### src/hw/pmi_pkg.sv
// Purpose: Shared constants and types for the PHY indirect access block
// Assumes: 16-bit management registers on a 5-bit register index
// Notes:   Offsets, fields, reset values and codes are named only here
package pmi_pkg;

  // ----------------------------------------------------------------
  // Register offsets
  // ----------------------------------------------------------------
  localparam logic [4:0] OFS_ACCESS_CTRL = 5'h0D;
  localparam logic [4:0] OFS_ADDR_DATA   = 5'h0E;
  localparam logic [4:0] OFS_PHY_CTRL    = 5'h10;
  localparam logic [4:0] OFS_PHY_STATUS  = 5'h11;

  // ----------------------------------------------------------------
  // Field positions
  // ----------------------------------------------------------------
  localparam int FUNC_HI  = 15;
  localparam int FUNC_LO  = 14;
  localparam int DEV_HI   = 4;
  localparam int DEV_LO   = 0;
  localparam int XOVER_HI = 6;
  localparam int XOVER_LO = 5;
  localparam int RSV4_BIT = 4;
  localparam int CRS_BIT  = 3;
  localparam int SQE_BIT  = 2;
  localparam int POL_BIT  = 1;
  localparam int JAB_BIT  = 0;

  // ----------------------------------------------------------------
  // Reset values
  // ----------------------------------------------------------------
  localparam logic [15:0] ADDR_DATA_RST = 16'h0000;
  localparam logic [1:0]  XOVER_RST     = 2'h3;
  localparam logic        POL_RST       = 1'h1;
  localparam logic        CRS_RST       = 1'h0;
  localparam logic        SQE_RST       = 1'h0;
  localparam logic        JAB_RST       = 1'h0;
  localparam logic        RSV4_RST      = 1'h0;

  // ----------------------------------------------------------------
  // Codes
  // ----------------------------------------------------------------
  localparam logic [4:0] DEV_CODE_1 = 5'h01;
  localparam logic [4:0] DEV_CODE_3 = 5'h03;
  localparam logic [4:0] DEV_CODE_7 = 5'h07;

  typedef enum logic [1:0] {
    FN_ADDR   = 2'h0,
    FN_DATA   = 2'h1,
    FN_INC_RW = 2'h2,
    FN_INC_WR = 2'h3
  } pmi_func_t;

  typedef enum logic [1:0] {
    XO_MDI  = 2'h0,
    XO_MDIX = 2'h1,
    XO_RSVD = 2'h2,
    XO_AUTO = 2'h3
  } pmi_xover_t;

  // ----------------------------------------------------------------
  // Carriers
  // ----------------------------------------------------------------
  typedef struct packed {
    logic        wr;
    logic        rd;
    logic [4:0]  addr;
    logic [15:0] wdata;
  } pmi_bus_req_t;

  typedef struct packed {
    logic speed100;
    logic fullDuplex;
    logic txActive;
    logic rxActive;
    logic rxPolInverted;
    logic autoMdixSel;
  } pmi_line_t;

  typedef struct packed {
    pmi_xover_t crossoverMode;
    logic       carrierSenseOnTransmit;
    logic       heartbeatTestEnable;
    logic       polarityReversalEnable;
    logic       jabberDetectDisable;
  } pmi_ctrl_t;

endpackage

### src/hw/pmi_ctrl_fx.sv
// Purpose: Applies PHY control settings to the line-side signals
// Assumes: Line status comes from logic on the same clock
// Notes:   Every output is a flip-flop; effect lags inputs by one cycle
`timescale 1ns/1ps
module pmi_ctrl_fx (
  input  wire logic      clk,
  input  wire logic      rst_n,
  input  pmi_pkg::pmi_ctrl_t ctrl,
  input  pmi_pkg::pmi_line_t line,
  output logic           mdixSel,
  output logic           carrierSense,
  output logic           heartbeatTestOn,
  output logic           rxPolInvert,
  output logic           jabberDetectOn
);
  import pmi_pkg::*;

  logic crsOnTx;

  // Transmit counts only in 10 half duplex and in 100 modes
  assign crsOnTx = ctrl.carrierSenseOnTransmit
                 & (line.speed100 | ~line.fullDuplex);

  // Crossover; the reserved code behaves as automatic
  always_ff @(posedge clk or negedge rst_n) begin
    if (!rst_n) begin
      mdixSel <= 1'b0;
    end else begin
      case (ctrl.crossoverMode)
        XO_MDI:  mdixSel <= 1'b0;
        XO_MDIX: mdixSel <= 1'b1;
        default: mdixSel <= line.autoMdixSel;
      endcase
    end
  end

  // Carrier sense, heartbeat test, polarity and jabber gating
  always_ff @(posedge clk or negedge rst_n) begin
    if (!rst_n) begin
      carrierSense    <= 1'b0;
      heartbeatTestOn <= 1'b0;
      rxPolInvert     <= 1'b0;
      jabberDetectOn  <= 1'b0;
    end else begin
      carrierSense    <= line.rxActive
                       | (line.txActive & crsOnTx);
      heartbeatTestOn <= ctrl.heartbeatTestEnable
                       & ~line.fullDuplex;
      rxPolInvert     <= line.rxPolInverted
                       & (ctrl.polarityReversalEnable
                          | line.speed100);
      jabberDetectOn  <= ~ctrl.jabberDetectDisable
                       & ~line.speed100;
    end
  end

endmodule

### src/hw/pmi_mmd_bank.sv
// Purpose: One manageable device: address register and data store
// Assumes: Only the low address bits select a stored word
// Notes:   Locations at or past DEPTH read zero and ignore writes
`timescale 1ns/1ps
module pmi_mmd_bank #(
  parameter int DEPTH = 32
) (
  input  wire logic        clk,
  input  wire logic        rst_n,
  input  wire logic        addrWr,
  input  wire logic        dataWr,
  input  wire logic        incr,
  input  wire logic [15:0] wdata,
  output logic      [15:0] addrOut,
  output logic      [15:0] dataOut
);
  import pmi_pkg::*;

  localparam int IW = (DEPTH > 1) ? $clog2(DEPTH) : 1;

  logic [15:0] addr_q;
  logic [15:0] mem_q [DEPTH];
  logic        inRange;

  initial begin
    if (DEPTH < 2 || DEPTH > 65536)
      $error("pmi_mmd_bank: DEPTH out of range");
  end

  assign inRange = 32'(addr_q) < DEPTH;
  assign addrOut = addr_q;
  assign dataOut = inRange ? mem_q[addr_q[IW-1:0]] : 16'h0000;

  // Address register; increment lands before the next access
  always_ff @(posedge clk or negedge rst_n) begin
    if (!rst_n) begin
      addr_q <= ADDR_DATA_RST;
    end else if (addrWr) begin
      addr_q <= wdata;
    end else if (incr) begin
      addr_q <= addr_q + 16'h0001;
    end
  end

  // Data store at the location held in the address register
  always_ff @(posedge clk or negedge rst_n) begin
    if (!rst_n) begin
      for (int i = 0; i < DEPTH; i++) begin
        mem_q[i] <= 16'h0000;
      end
    end else if (dataWr && inRange) begin
      mem_q[addr_q[IW-1:0]] <= wdata;
    end
  end

endmodule

### src/hw/pmi_regs.sv
// Purpose: PHY management registers for indirect device access and
//          PHY control, reached over a plain register port
// Assumes: Master keeps strobes one cycle long and never both at once
// Notes:   Read data stand for one cycle after the read strobe only
`timescale 1ns/1ps
module pmi_regs #(
  parameter int MMD_DEPTH = 32
) (
  input  wire logic          clk,
  input  wire logic          rst_n,
  input  pmi_pkg::pmi_bus_req_t busReq,
  output logic        [15:0] regRdata,
  input  pmi_pkg::pmi_line_t  line,
  input  wire logic   [15:0] phyStatus,
  output logic               mdixSel,
  output logic               carrierSense,
  output logic               heartbeatTestOn,
  output logic               rxPolInvert,
  output logic               jabberDetectOn
);
  import pmi_pkg::*;

  localparam int NDEV = 3;

  // ----------------------------------------------------------------
  // Elaboration checks
  // ----------------------------------------------------------------
  initial begin
    if (MMD_DEPTH < 2 || MMD_DEPTH > 65536)
      $error("pmi_regs: MMD_DEPTH out of range");
  end

  // ----------------------------------------------------------------
  // Helpers
  // ----------------------------------------------------------------

  // Maps a device code to a one-hot bank select; zero when unknown
  function automatic logic [NDEV-1:0] devSel(input logic [4:0] code);
    logic [NDEV-1:0] s;
    s = '0;
    if (code == DEV_CODE_1) begin
      s[0] = 1'b1;
    end else if (code == DEV_CODE_3) begin
      s[1] = 1'b1;
    end else if (code == DEV_CODE_7) begin
      s[2] = 1'b1;
    end
    return s;
  endfunction

  // True when the bus targets a given offset with a given strobe
  function automatic logic hit(input logic       strobe,
                               input logic [4:0] a,
                               input logic [4:0] ofs);
    return strobe && (a == ofs);
  endfunction

  // ----------------------------------------------------------------
  // Decode
  // ----------------------------------------------------------------
  logic            acWr;
  logic            adWr;
  logic            adRd;
  logic            pcWr;
  logic            pcRd;
  logic            psRd;
  logic            acRd;

  assign acWr = hit(busReq.wr, busReq.addr, OFS_ACCESS_CTRL);
  assign acRd = hit(busReq.rd, busReq.addr, OFS_ACCESS_CTRL);
  assign adWr = hit(busReq.wr, busReq.addr, OFS_ADDR_DATA);
  assign adRd = hit(busReq.rd, busReq.addr, OFS_ADDR_DATA);
  assign pcWr = hit(busReq.wr, busReq.addr, OFS_PHY_CTRL);
  assign pcRd = hit(busReq.rd, busReq.addr, OFS_PHY_CTRL);
  assign psRd = hit(busReq.rd, busReq.addr, OFS_PHY_STATUS);

  // ----------------------------------------------------------------
  // Access control register
  // ----------------------------------------------------------------
  pmi_func_t       func_q;
  logic [4:0]      dev_q;

  // Function and device code are write-only; reserved bits drop
  always_ff @(posedge clk or negedge rst_n) begin
    if (!rst_n) begin
      func_q <= FN_ADDR;
      dev_q  <= 5'h00;
    end else if (acWr) begin
      func_q <= pmi_func_t'(busReq.wdata[FUNC_HI:FUNC_LO]);
      dev_q  <= busReq.wdata[DEV_HI:DEV_LO];
    end
  end

  // ----------------------------------------------------------------
  // Window steering
  // ----------------------------------------------------------------
  logic [NDEV-1:0] sel;
  logic            isAddr;
  logic            incOnRd;
  logic            incOnWr;
  logic            bump;
  logic [15:0]     bankAddr [NDEV];
  logic [15:0]     bankData [NDEV];

  assign sel     = devSel(dev_q);
  assign isAddr  = (func_q == FN_ADDR);
  assign incOnRd = (func_q == FN_INC_RW);
  assign incOnWr = (func_q == FN_INC_RW)
                 | (func_q == FN_INC_WR);

  // Post increment follows a data access in the same edge, so the
  // next window access already sees the new location
  assign bump = !isAddr
              && ((adWr && incOnWr) || (adRd && incOnRd));

  // ----------------------------------------------------------------
  // Device banks
  // ----------------------------------------------------------------
  // An unknown device code selects no bank: writes vanish and reads
  // return zero rather than aliasing onto a real device
  for (genvar g = 0; g < NDEV; g++) begin : gBank
    pmi_mmd_bank #(
      .DEPTH (MMD_DEPTH)
    ) uBank (
      .clk     (clk),
      .rst_n   (rst_n),
      .addrWr  (adWr && isAddr && sel[g]),
      .dataWr  (adWr && !isAddr && sel[g]),
      .incr    (bump && sel[g]),
      .wdata   (busReq.wdata),
      .addrOut (bankAddr[g]),
      .dataOut (bankData[g])
    );
  end

  // ----------------------------------------------------------------
  // Window read value
  // ----------------------------------------------------------------
  logic [15:0]     winVal;

  // Address or data view of the selected bank by current function
  always_comb begin
    winVal = ADDR_DATA_RST;
    for (int i = 0; i < NDEV; i++) begin
      if (sel[i]) begin
        winVal = isAddr ? bankAddr[i] : bankData[i];
      end
    end
  end

  // ----------------------------------------------------------------
  // PHY control register
  // ----------------------------------------------------------------
  pmi_xover_t      xover_q;
  logic            rsv4_q;
  logic            crsTx_q;
  logic            sqe_q;
  logic            polRev_q;
  logic            jabDis_q;

  // Writable control bits; upper bits are not stored at all
  always_ff @(posedge clk or negedge rst_n) begin
    if (!rst_n) begin
      xover_q  <= pmi_xover_t'(XOVER_RST);
      rsv4_q   <= RSV4_RST;
      crsTx_q  <= CRS_RST;
      sqe_q    <= SQE_RST;
      polRev_q <= POL_RST;
      jabDis_q <= JAB_RST;
    end else if (pcWr) begin
      xover_q  <= pmi_xover_t'(busReq.wdata[XOVER_HI:XOVER_LO]);
      rsv4_q   <= busReq.wdata[RSV4_BIT];
      crsTx_q  <= busReq.wdata[CRS_BIT];
      sqe_q    <= busReq.wdata[SQE_BIT];
      polRev_q <= busReq.wdata[POL_BIT];
      jabDis_q <= busReq.wdata[JAB_BIT];
    end
  end

  // Read view of the control register; bits 15:7 stay zero
  logic [15:0]     pcVal;

  always_comb begin
    pcVal                    = 16'h0000;
    pcVal[XOVER_HI:XOVER_LO] = xover_q;
    pcVal[RSV4_BIT]          = rsv4_q;
    pcVal[CRS_BIT]           = crsTx_q;
    pcVal[SQE_BIT]           = sqe_q;
    pcVal[POL_BIT]           = polRev_q;
    pcVal[JAB_BIT]           = jabDis_q;
  end

  // ----------------------------------------------------------------
  // Line-side effects
  // ----------------------------------------------------------------
  pmi_ctrl_t       ctrl;

  assign ctrl.crossoverMode          = xover_q;
  assign ctrl.carrierSenseOnTransmit = crsTx_q;
  assign ctrl.heartbeatTestEnable    = sqe_q;
  assign ctrl.polarityReversalEnable = polRev_q;
  assign ctrl.jabberDetectDisable    = jabDis_q;

  pmi_ctrl_fx uFx (
    .clk             (clk),
    .rst_n           (rst_n),
    .ctrl            (ctrl),
    .line            (line),
    .mdixSel         (mdixSel),
    .carrierSense    (carrierSense),
    .heartbeatTestOn (heartbeatTestOn),
    .rxPolInvert     (rxPolInvert),
    .jabberDetectOn  (jabberDetectOn)
  );

  // ----------------------------------------------------------------
  // Read data
  // ----------------------------------------------------------------
  // Registered so data sit in exactly the cycle after the strobe;
  // write-only access control and unmapped offsets read zero. The
  // window value is sampled before any post increment lands.
  always_ff @(posedge clk or negedge rst_n) begin
    if (!rst_n) begin
      regRdata <= 16'h0000;
    end else if (adRd) begin
      regRdata <= winVal;
    end else if (pcRd) begin
      regRdata <= pcVal;
    end else if (psRd) begin
      regRdata <= phyStatus;
    end else if (acRd) begin
      regRdata <= 16'h0000;
    end else begin
      regRdata <= 16'h0000;
    end
  end

endmodule
### config.mk
export PLATFORM = sky130hd
export DESIGN_NAME = pmi_regs
export DESIGN_NICKNAME = d
export VERILOG_FILES = /design/src/hw/pmi_pkg.sv /design/src/hw/pmi_ctrl_fx.sv /design/src/hw/pmi_mmd_bank.sv /design/src/hw/pmi_regs.sv
export SDC_FILE = /design/constraint.sdc
export NUM_CORES = 2
export LEC_CHECK = 0
export BUFFER_PORTS_ARGS = -buffer_cell sky130_fd_sc_hd__clkbuf_2
export CAP_MARGIN = 20
export CORE_MARGIN = 8
export CORE_UTILIZATION = 24
export DETAILED_ROUTE_END_ITERATION = 12
export GPL_ROUTABILITY_DRIVEN = 0
export PLACE_DENSITY = 0.42
export SYNTH_ARGS = -nofsm -noshare
export SYNTH_HDL_FRONTEND = slang
export SYNTH_SLANG_ARGS = --single-unit
export TNS_END_PERCENT = 5
### constraint.sdc
create_clock -name clk -period 7.16 [get_ports clk]
set_input_delay 0 -clock clk [delete_from_list [all_inputs] [get_ports clk]]
set_output_delay 0 -clock clk [all_outputs]
set_load 0.05 [all_outputs]
==> summary.txt <==
Clocking
  • Skew-Pair Late Insertion Delay: 0.89 ns
  • Root Buffer: clkbuf_16
  • Clock-pin slew on the worst setup and hold paths: 0.06 ns
  • Resized Gates After CTS: 0
  • Clk buf depth: 4
  • Clock Sinks: 1619
  • CTS tree: built
  • Setup Fix Bufs, Post-CTS: 0
  • CTS Buf Count: 196
  • Number of H-tree levels: 4

Routing
  • Final wirelength: 256000 um
  • Via density: 4.79
  • DRC errors left: 0
  • DRT Pass-1 Iters: 5
  • ANT nets after route: 0
  • Via count: 45.9k
  • 1st-iter DRT viols: 3212
  • Routed length per placed instance: 26.7 um

STA
  • Worst Skew: 0.0835 ns
  • RSZ-0062 raised after global routing: false
  • Setup TNS Final: 0 ns
  • Tcrit/Tclk final: 0.596
  • Count of final hold-check violations: 0
  • FMAX: 0.234 GHz
  • Pins over their slew limit: 0
  • Final critical-path required period: 4.27 ns
  • Final setup viols: 0
  • Slew Limit Headroom: 0.236
  • Actual slew at the worst max-slew pin: 1.15 ns

Die
  • Rows: 205
  • Core Region: 312000 um2
  • Die height: 576 um
  • Starting Density: 0.241
  • Chip width: 576 um
  • DIE AREA: 332000 um2
  • I/O pin cnt: 68

Setup path
  • Crit-path slowest cell: dfrtp_4
  • Worst path max stage delay: 0.86 ns
  • Crit-path cells: buf_4 > buf_4 > mux4_2 > o22ai_1 > nor4_1 > o31ai_1 > nand3_1 > dlygate4sd3_1
  • Largest fanout on the critical path: 35
  • Critical Path Stages: 8
  • R2R depth: 8
  • Crit path max-delay family: buffers and inverters
  • Worst Setup End Kind: flip-flop
  • Arrival time worst endpoint: 4.96 ns
  • Cell mode on critical path: buf_4
  • Buf/Inv on CP: 3
  • CP required: 7.86 ns
  • Crit start category: flip-flop
  • WS Path Type: reg2reg

Logic synthesis
  • Mapped Nets: 5311
  • Yosys warns: 0
  • Synth Register Bits: 1619
  • Post-Syn Area: 75300 um2
  • Sequential area share after synthesis: 0.538
  • Avg Inst Size Synth: 14.3 um2
  • Synth cell types: 78
  • Ys async rst share: 1.00
  • EDFF count, synth: 0
  • Synth Instances: 5252
  • Top FF cell, synth: dfrtp_1

Worst hold path
  • Worst hold path type: in2reg
  • Hold Crit Depth: 4

Power and ir drop
  • Power Total: 20.0 mW
  • Power per cell area: 228 nW/um2
  • Lkg Pwr: 39.5 nW
  • Max IR drop VDD: 185 uV

GRT
  • GRT overflow: 0
  • First-pass GRT wire length: 372000 um
  • Total Routing Usage GR: 0.151
  • Largest net degree at the start of global routing: 177
  • Initial antenna violation count: 16
  • Number of global-route vias before repair: 48.3k

Status
  • Status: completed

Finish
  • Layout cells sized above 1: 0.459
  • P&R area growth vs syn: 16.4%
  • Nets: 5344

Placement
  • Port Buffers: 67
  • Final HPWL DP: 165000 um

Flow run
  • Max-cap viol count: 0
report_power, final:
part	internal [mW]	leakage (nW)	switching [mW]	total [mW]
sequential	9.18	22.6	0.0521	9.23
clock	5.94	3.13	4.01	9.95
combinational	0.166	13.9	0.610	0.777
flip-flops by register name, indices dropped and copies added, names as in the netlist:
register             count
uFx.rxPolInvert          1
dev_q                    5
polRev_q                 1
jabDis_q                 1
uFx.heartbeatTestOn      1
gBank.uBank.addrOut     48
sqe_q                    1
uFx.mdixSel              1
uFx.carrierSense         1
regRdata                16
uFx.jabberDetectOn       1
crsTx_q                  1
gBank.uBank.mem_q     1536
rsv4_q                   1
xover_q                  2
func_q                   2
metal layers:
| layer | track usage | part of all wire | vias to the layer above |
|---|---|---|---|
| met5 | 0 | 0.00016 | - |
| li1 | - | - | 19700 |
| met2 | 0.251 | 0.48 | 916 |
| met1 | 0.202 | 0.44 | 24900 |
| met3 | 0.0204 | 0.038 | 380 |
| met4 | 0.0547 | 0.041 | 6 |
cell type report:
type / count / area [um2]
fill: 31500 / 224000
sequential: 1619 / 40500
multi-input combinational: 3133 / 32800
clock buffer: 304 / 5840
tap: 4140 / 5180
timing repair buffer: 317 / 2740
clock inverter: 40 / 524
inverter: 18 / 67.6
antenna: 10 / 25.0
synth_stat cells (15+ instances only):
cell | instances | area [um2]
mux2_2 | 1568 | 17700
buf_2 | 123 | 616
dfrtp_1 | 1616 | 40400
buf_4 | 35 | 263
nand3_1 | 56 | 280
o21ai_0 | 62 | 310
buf_1 | 34 | 128
nor4_1 | 28 | 175
nand4_1 | 57 | 357
mux2i_1 | 281 | 2810
a22oi_1 | 131 | 983
nor2_1 | 63 | 236
o22ai_1 | 71 | 444
nor3_1 | 29 | 145
a22o_1 | 15 | 131
nor2_2 | 60 | 375
clkbuf_1 | 290 | 1090
mux4_2 | 247 | 5560
a31oi_1 | 18 | 113
a21oi_1 | 77 | 385
nand2_1 | 101 | 379
a211oi_1 | 15 | 113
inv_1 | 17 | 63.8
what timing repair did:
item,in CTS,in global routing
endpoints found under the setup margin,0,0
hold buffers,50,0
hold endpoints to repair,1159,0
final timing paths:
check                                                       from                                    end  slack [ns]
hold reg to reg            gBank[1].uBank.mem_q[278]$_DFFE_PN0P_  gBank[1].uBank.mem_q[278]$_DFFE_PN0P_        0.50
min in group asynchronous                                  rst_n  gBank[1].uBank.mem_q[353]$_DFFE_PN0P_        0.42
setup reg to reg           gBank[1].uBank.addrOut[0]$_DFFE_PN0P_                 regRdata[15]$_DFF_PN0_        2.89
hold / removal                                      phyStatus[9]                  regRdata[9]$_DFF_PN0_        0.08
setup / recovery           gBank[1].uBank.addrOut[0]$_DFFE_PN0P_                 regRdata[15]$_DFF_PN0_        2.89
max in group asynchronous                                  rst_n   gBank[0].uBank.mem_q[83]$_DFFE_PN0P_        4.96
metrics by stage:
step | util | hold slack, ns | instance area, um2 | cells | setup WS [ns]
floorplan | - | -0.296 | 75300 | 5252 | 3.84
global placement | 0.258 | 0.0287 | 80500 | 9158 | 3.01
detailed placement | 0.258 | 0.0341 | 80700 | 9173 | 3.03
CTS | 0.281 | 0.00696 | 87600 | 9567 | 2.83
global route | 0.281 | 0.00454 | 87700 | 9574 | 2.72
finish | 0.281 | 0.0835 | 87700 | 9581 | 2.89
worst min-delay path: stages:
cell	delay (ns)
dlygate4sd3_1	0.53
clkbuf_2	0.19
a21oi_1	0.10
nand3_1	0.08
kinds of logic (layout without fill, tap and decap cells):
family | Yosys count | in the layout | synth area share
adders and majority gates | 12 | 12 | 0.00199
other | 0 | 10 | 0
muxes | 2096 | 2096 | 0.346
and+or+nand+nor | 538 | 538 | 0.0415
DFF | 1619 | 1619 | 0.538
AOI/OAI and AO/OA | 487 | 487 | 0.0441
buffers and inverters | 500 | 679 | 0.0287
cell usage in the layout, fill, tap and decap left out, types with 11 or more instances in the layout:
| cell type | instances |
|---|---|
| a211oi_1 | 15 |
| a21oi_1 | 77 |
| a221oi_1 | 11 |
| a22o_1 | 15 |
| a22oi_1 | 131 |
| a2bb2oi_1 | 12 |
| a31oi_1 | 18 |
| and3_1 | 13 |
| buf_12 | 15 |
| buf_4 | 183 |
| clkbuf_1 | 57 |
| clkbuf_16 | 198 |
| clkbuf_2 | 50 |
| clkbuf_8 | 49 |
| clkinv_2 | 21 |
| dfrtp_1 | 1607 |
| dlygate4sd3_1 | 49 |
| ha_1 | 12 |
| inv_1 | 17 |
| mux2_2 | 1568 |
| mux2i_1 | 281 |
| mux4_2 | 247 |
| nand2_1 | 101 |
| nand2b_1 | 13 |
| nand3_1 | 56 |
| nand4_1 | 57 |
| nor2_1 | 60 |
| nor2_2 | 63 |
| nor2b_1 | 13 |
| nor3_1 | 28 |
| nor4_1 | 26 |
| o21ai_0 | 61 |
| o22ai_1 | 71 |
| or3_1 | 11 |
Note: power is estimated with default switching activity, not from simulation.
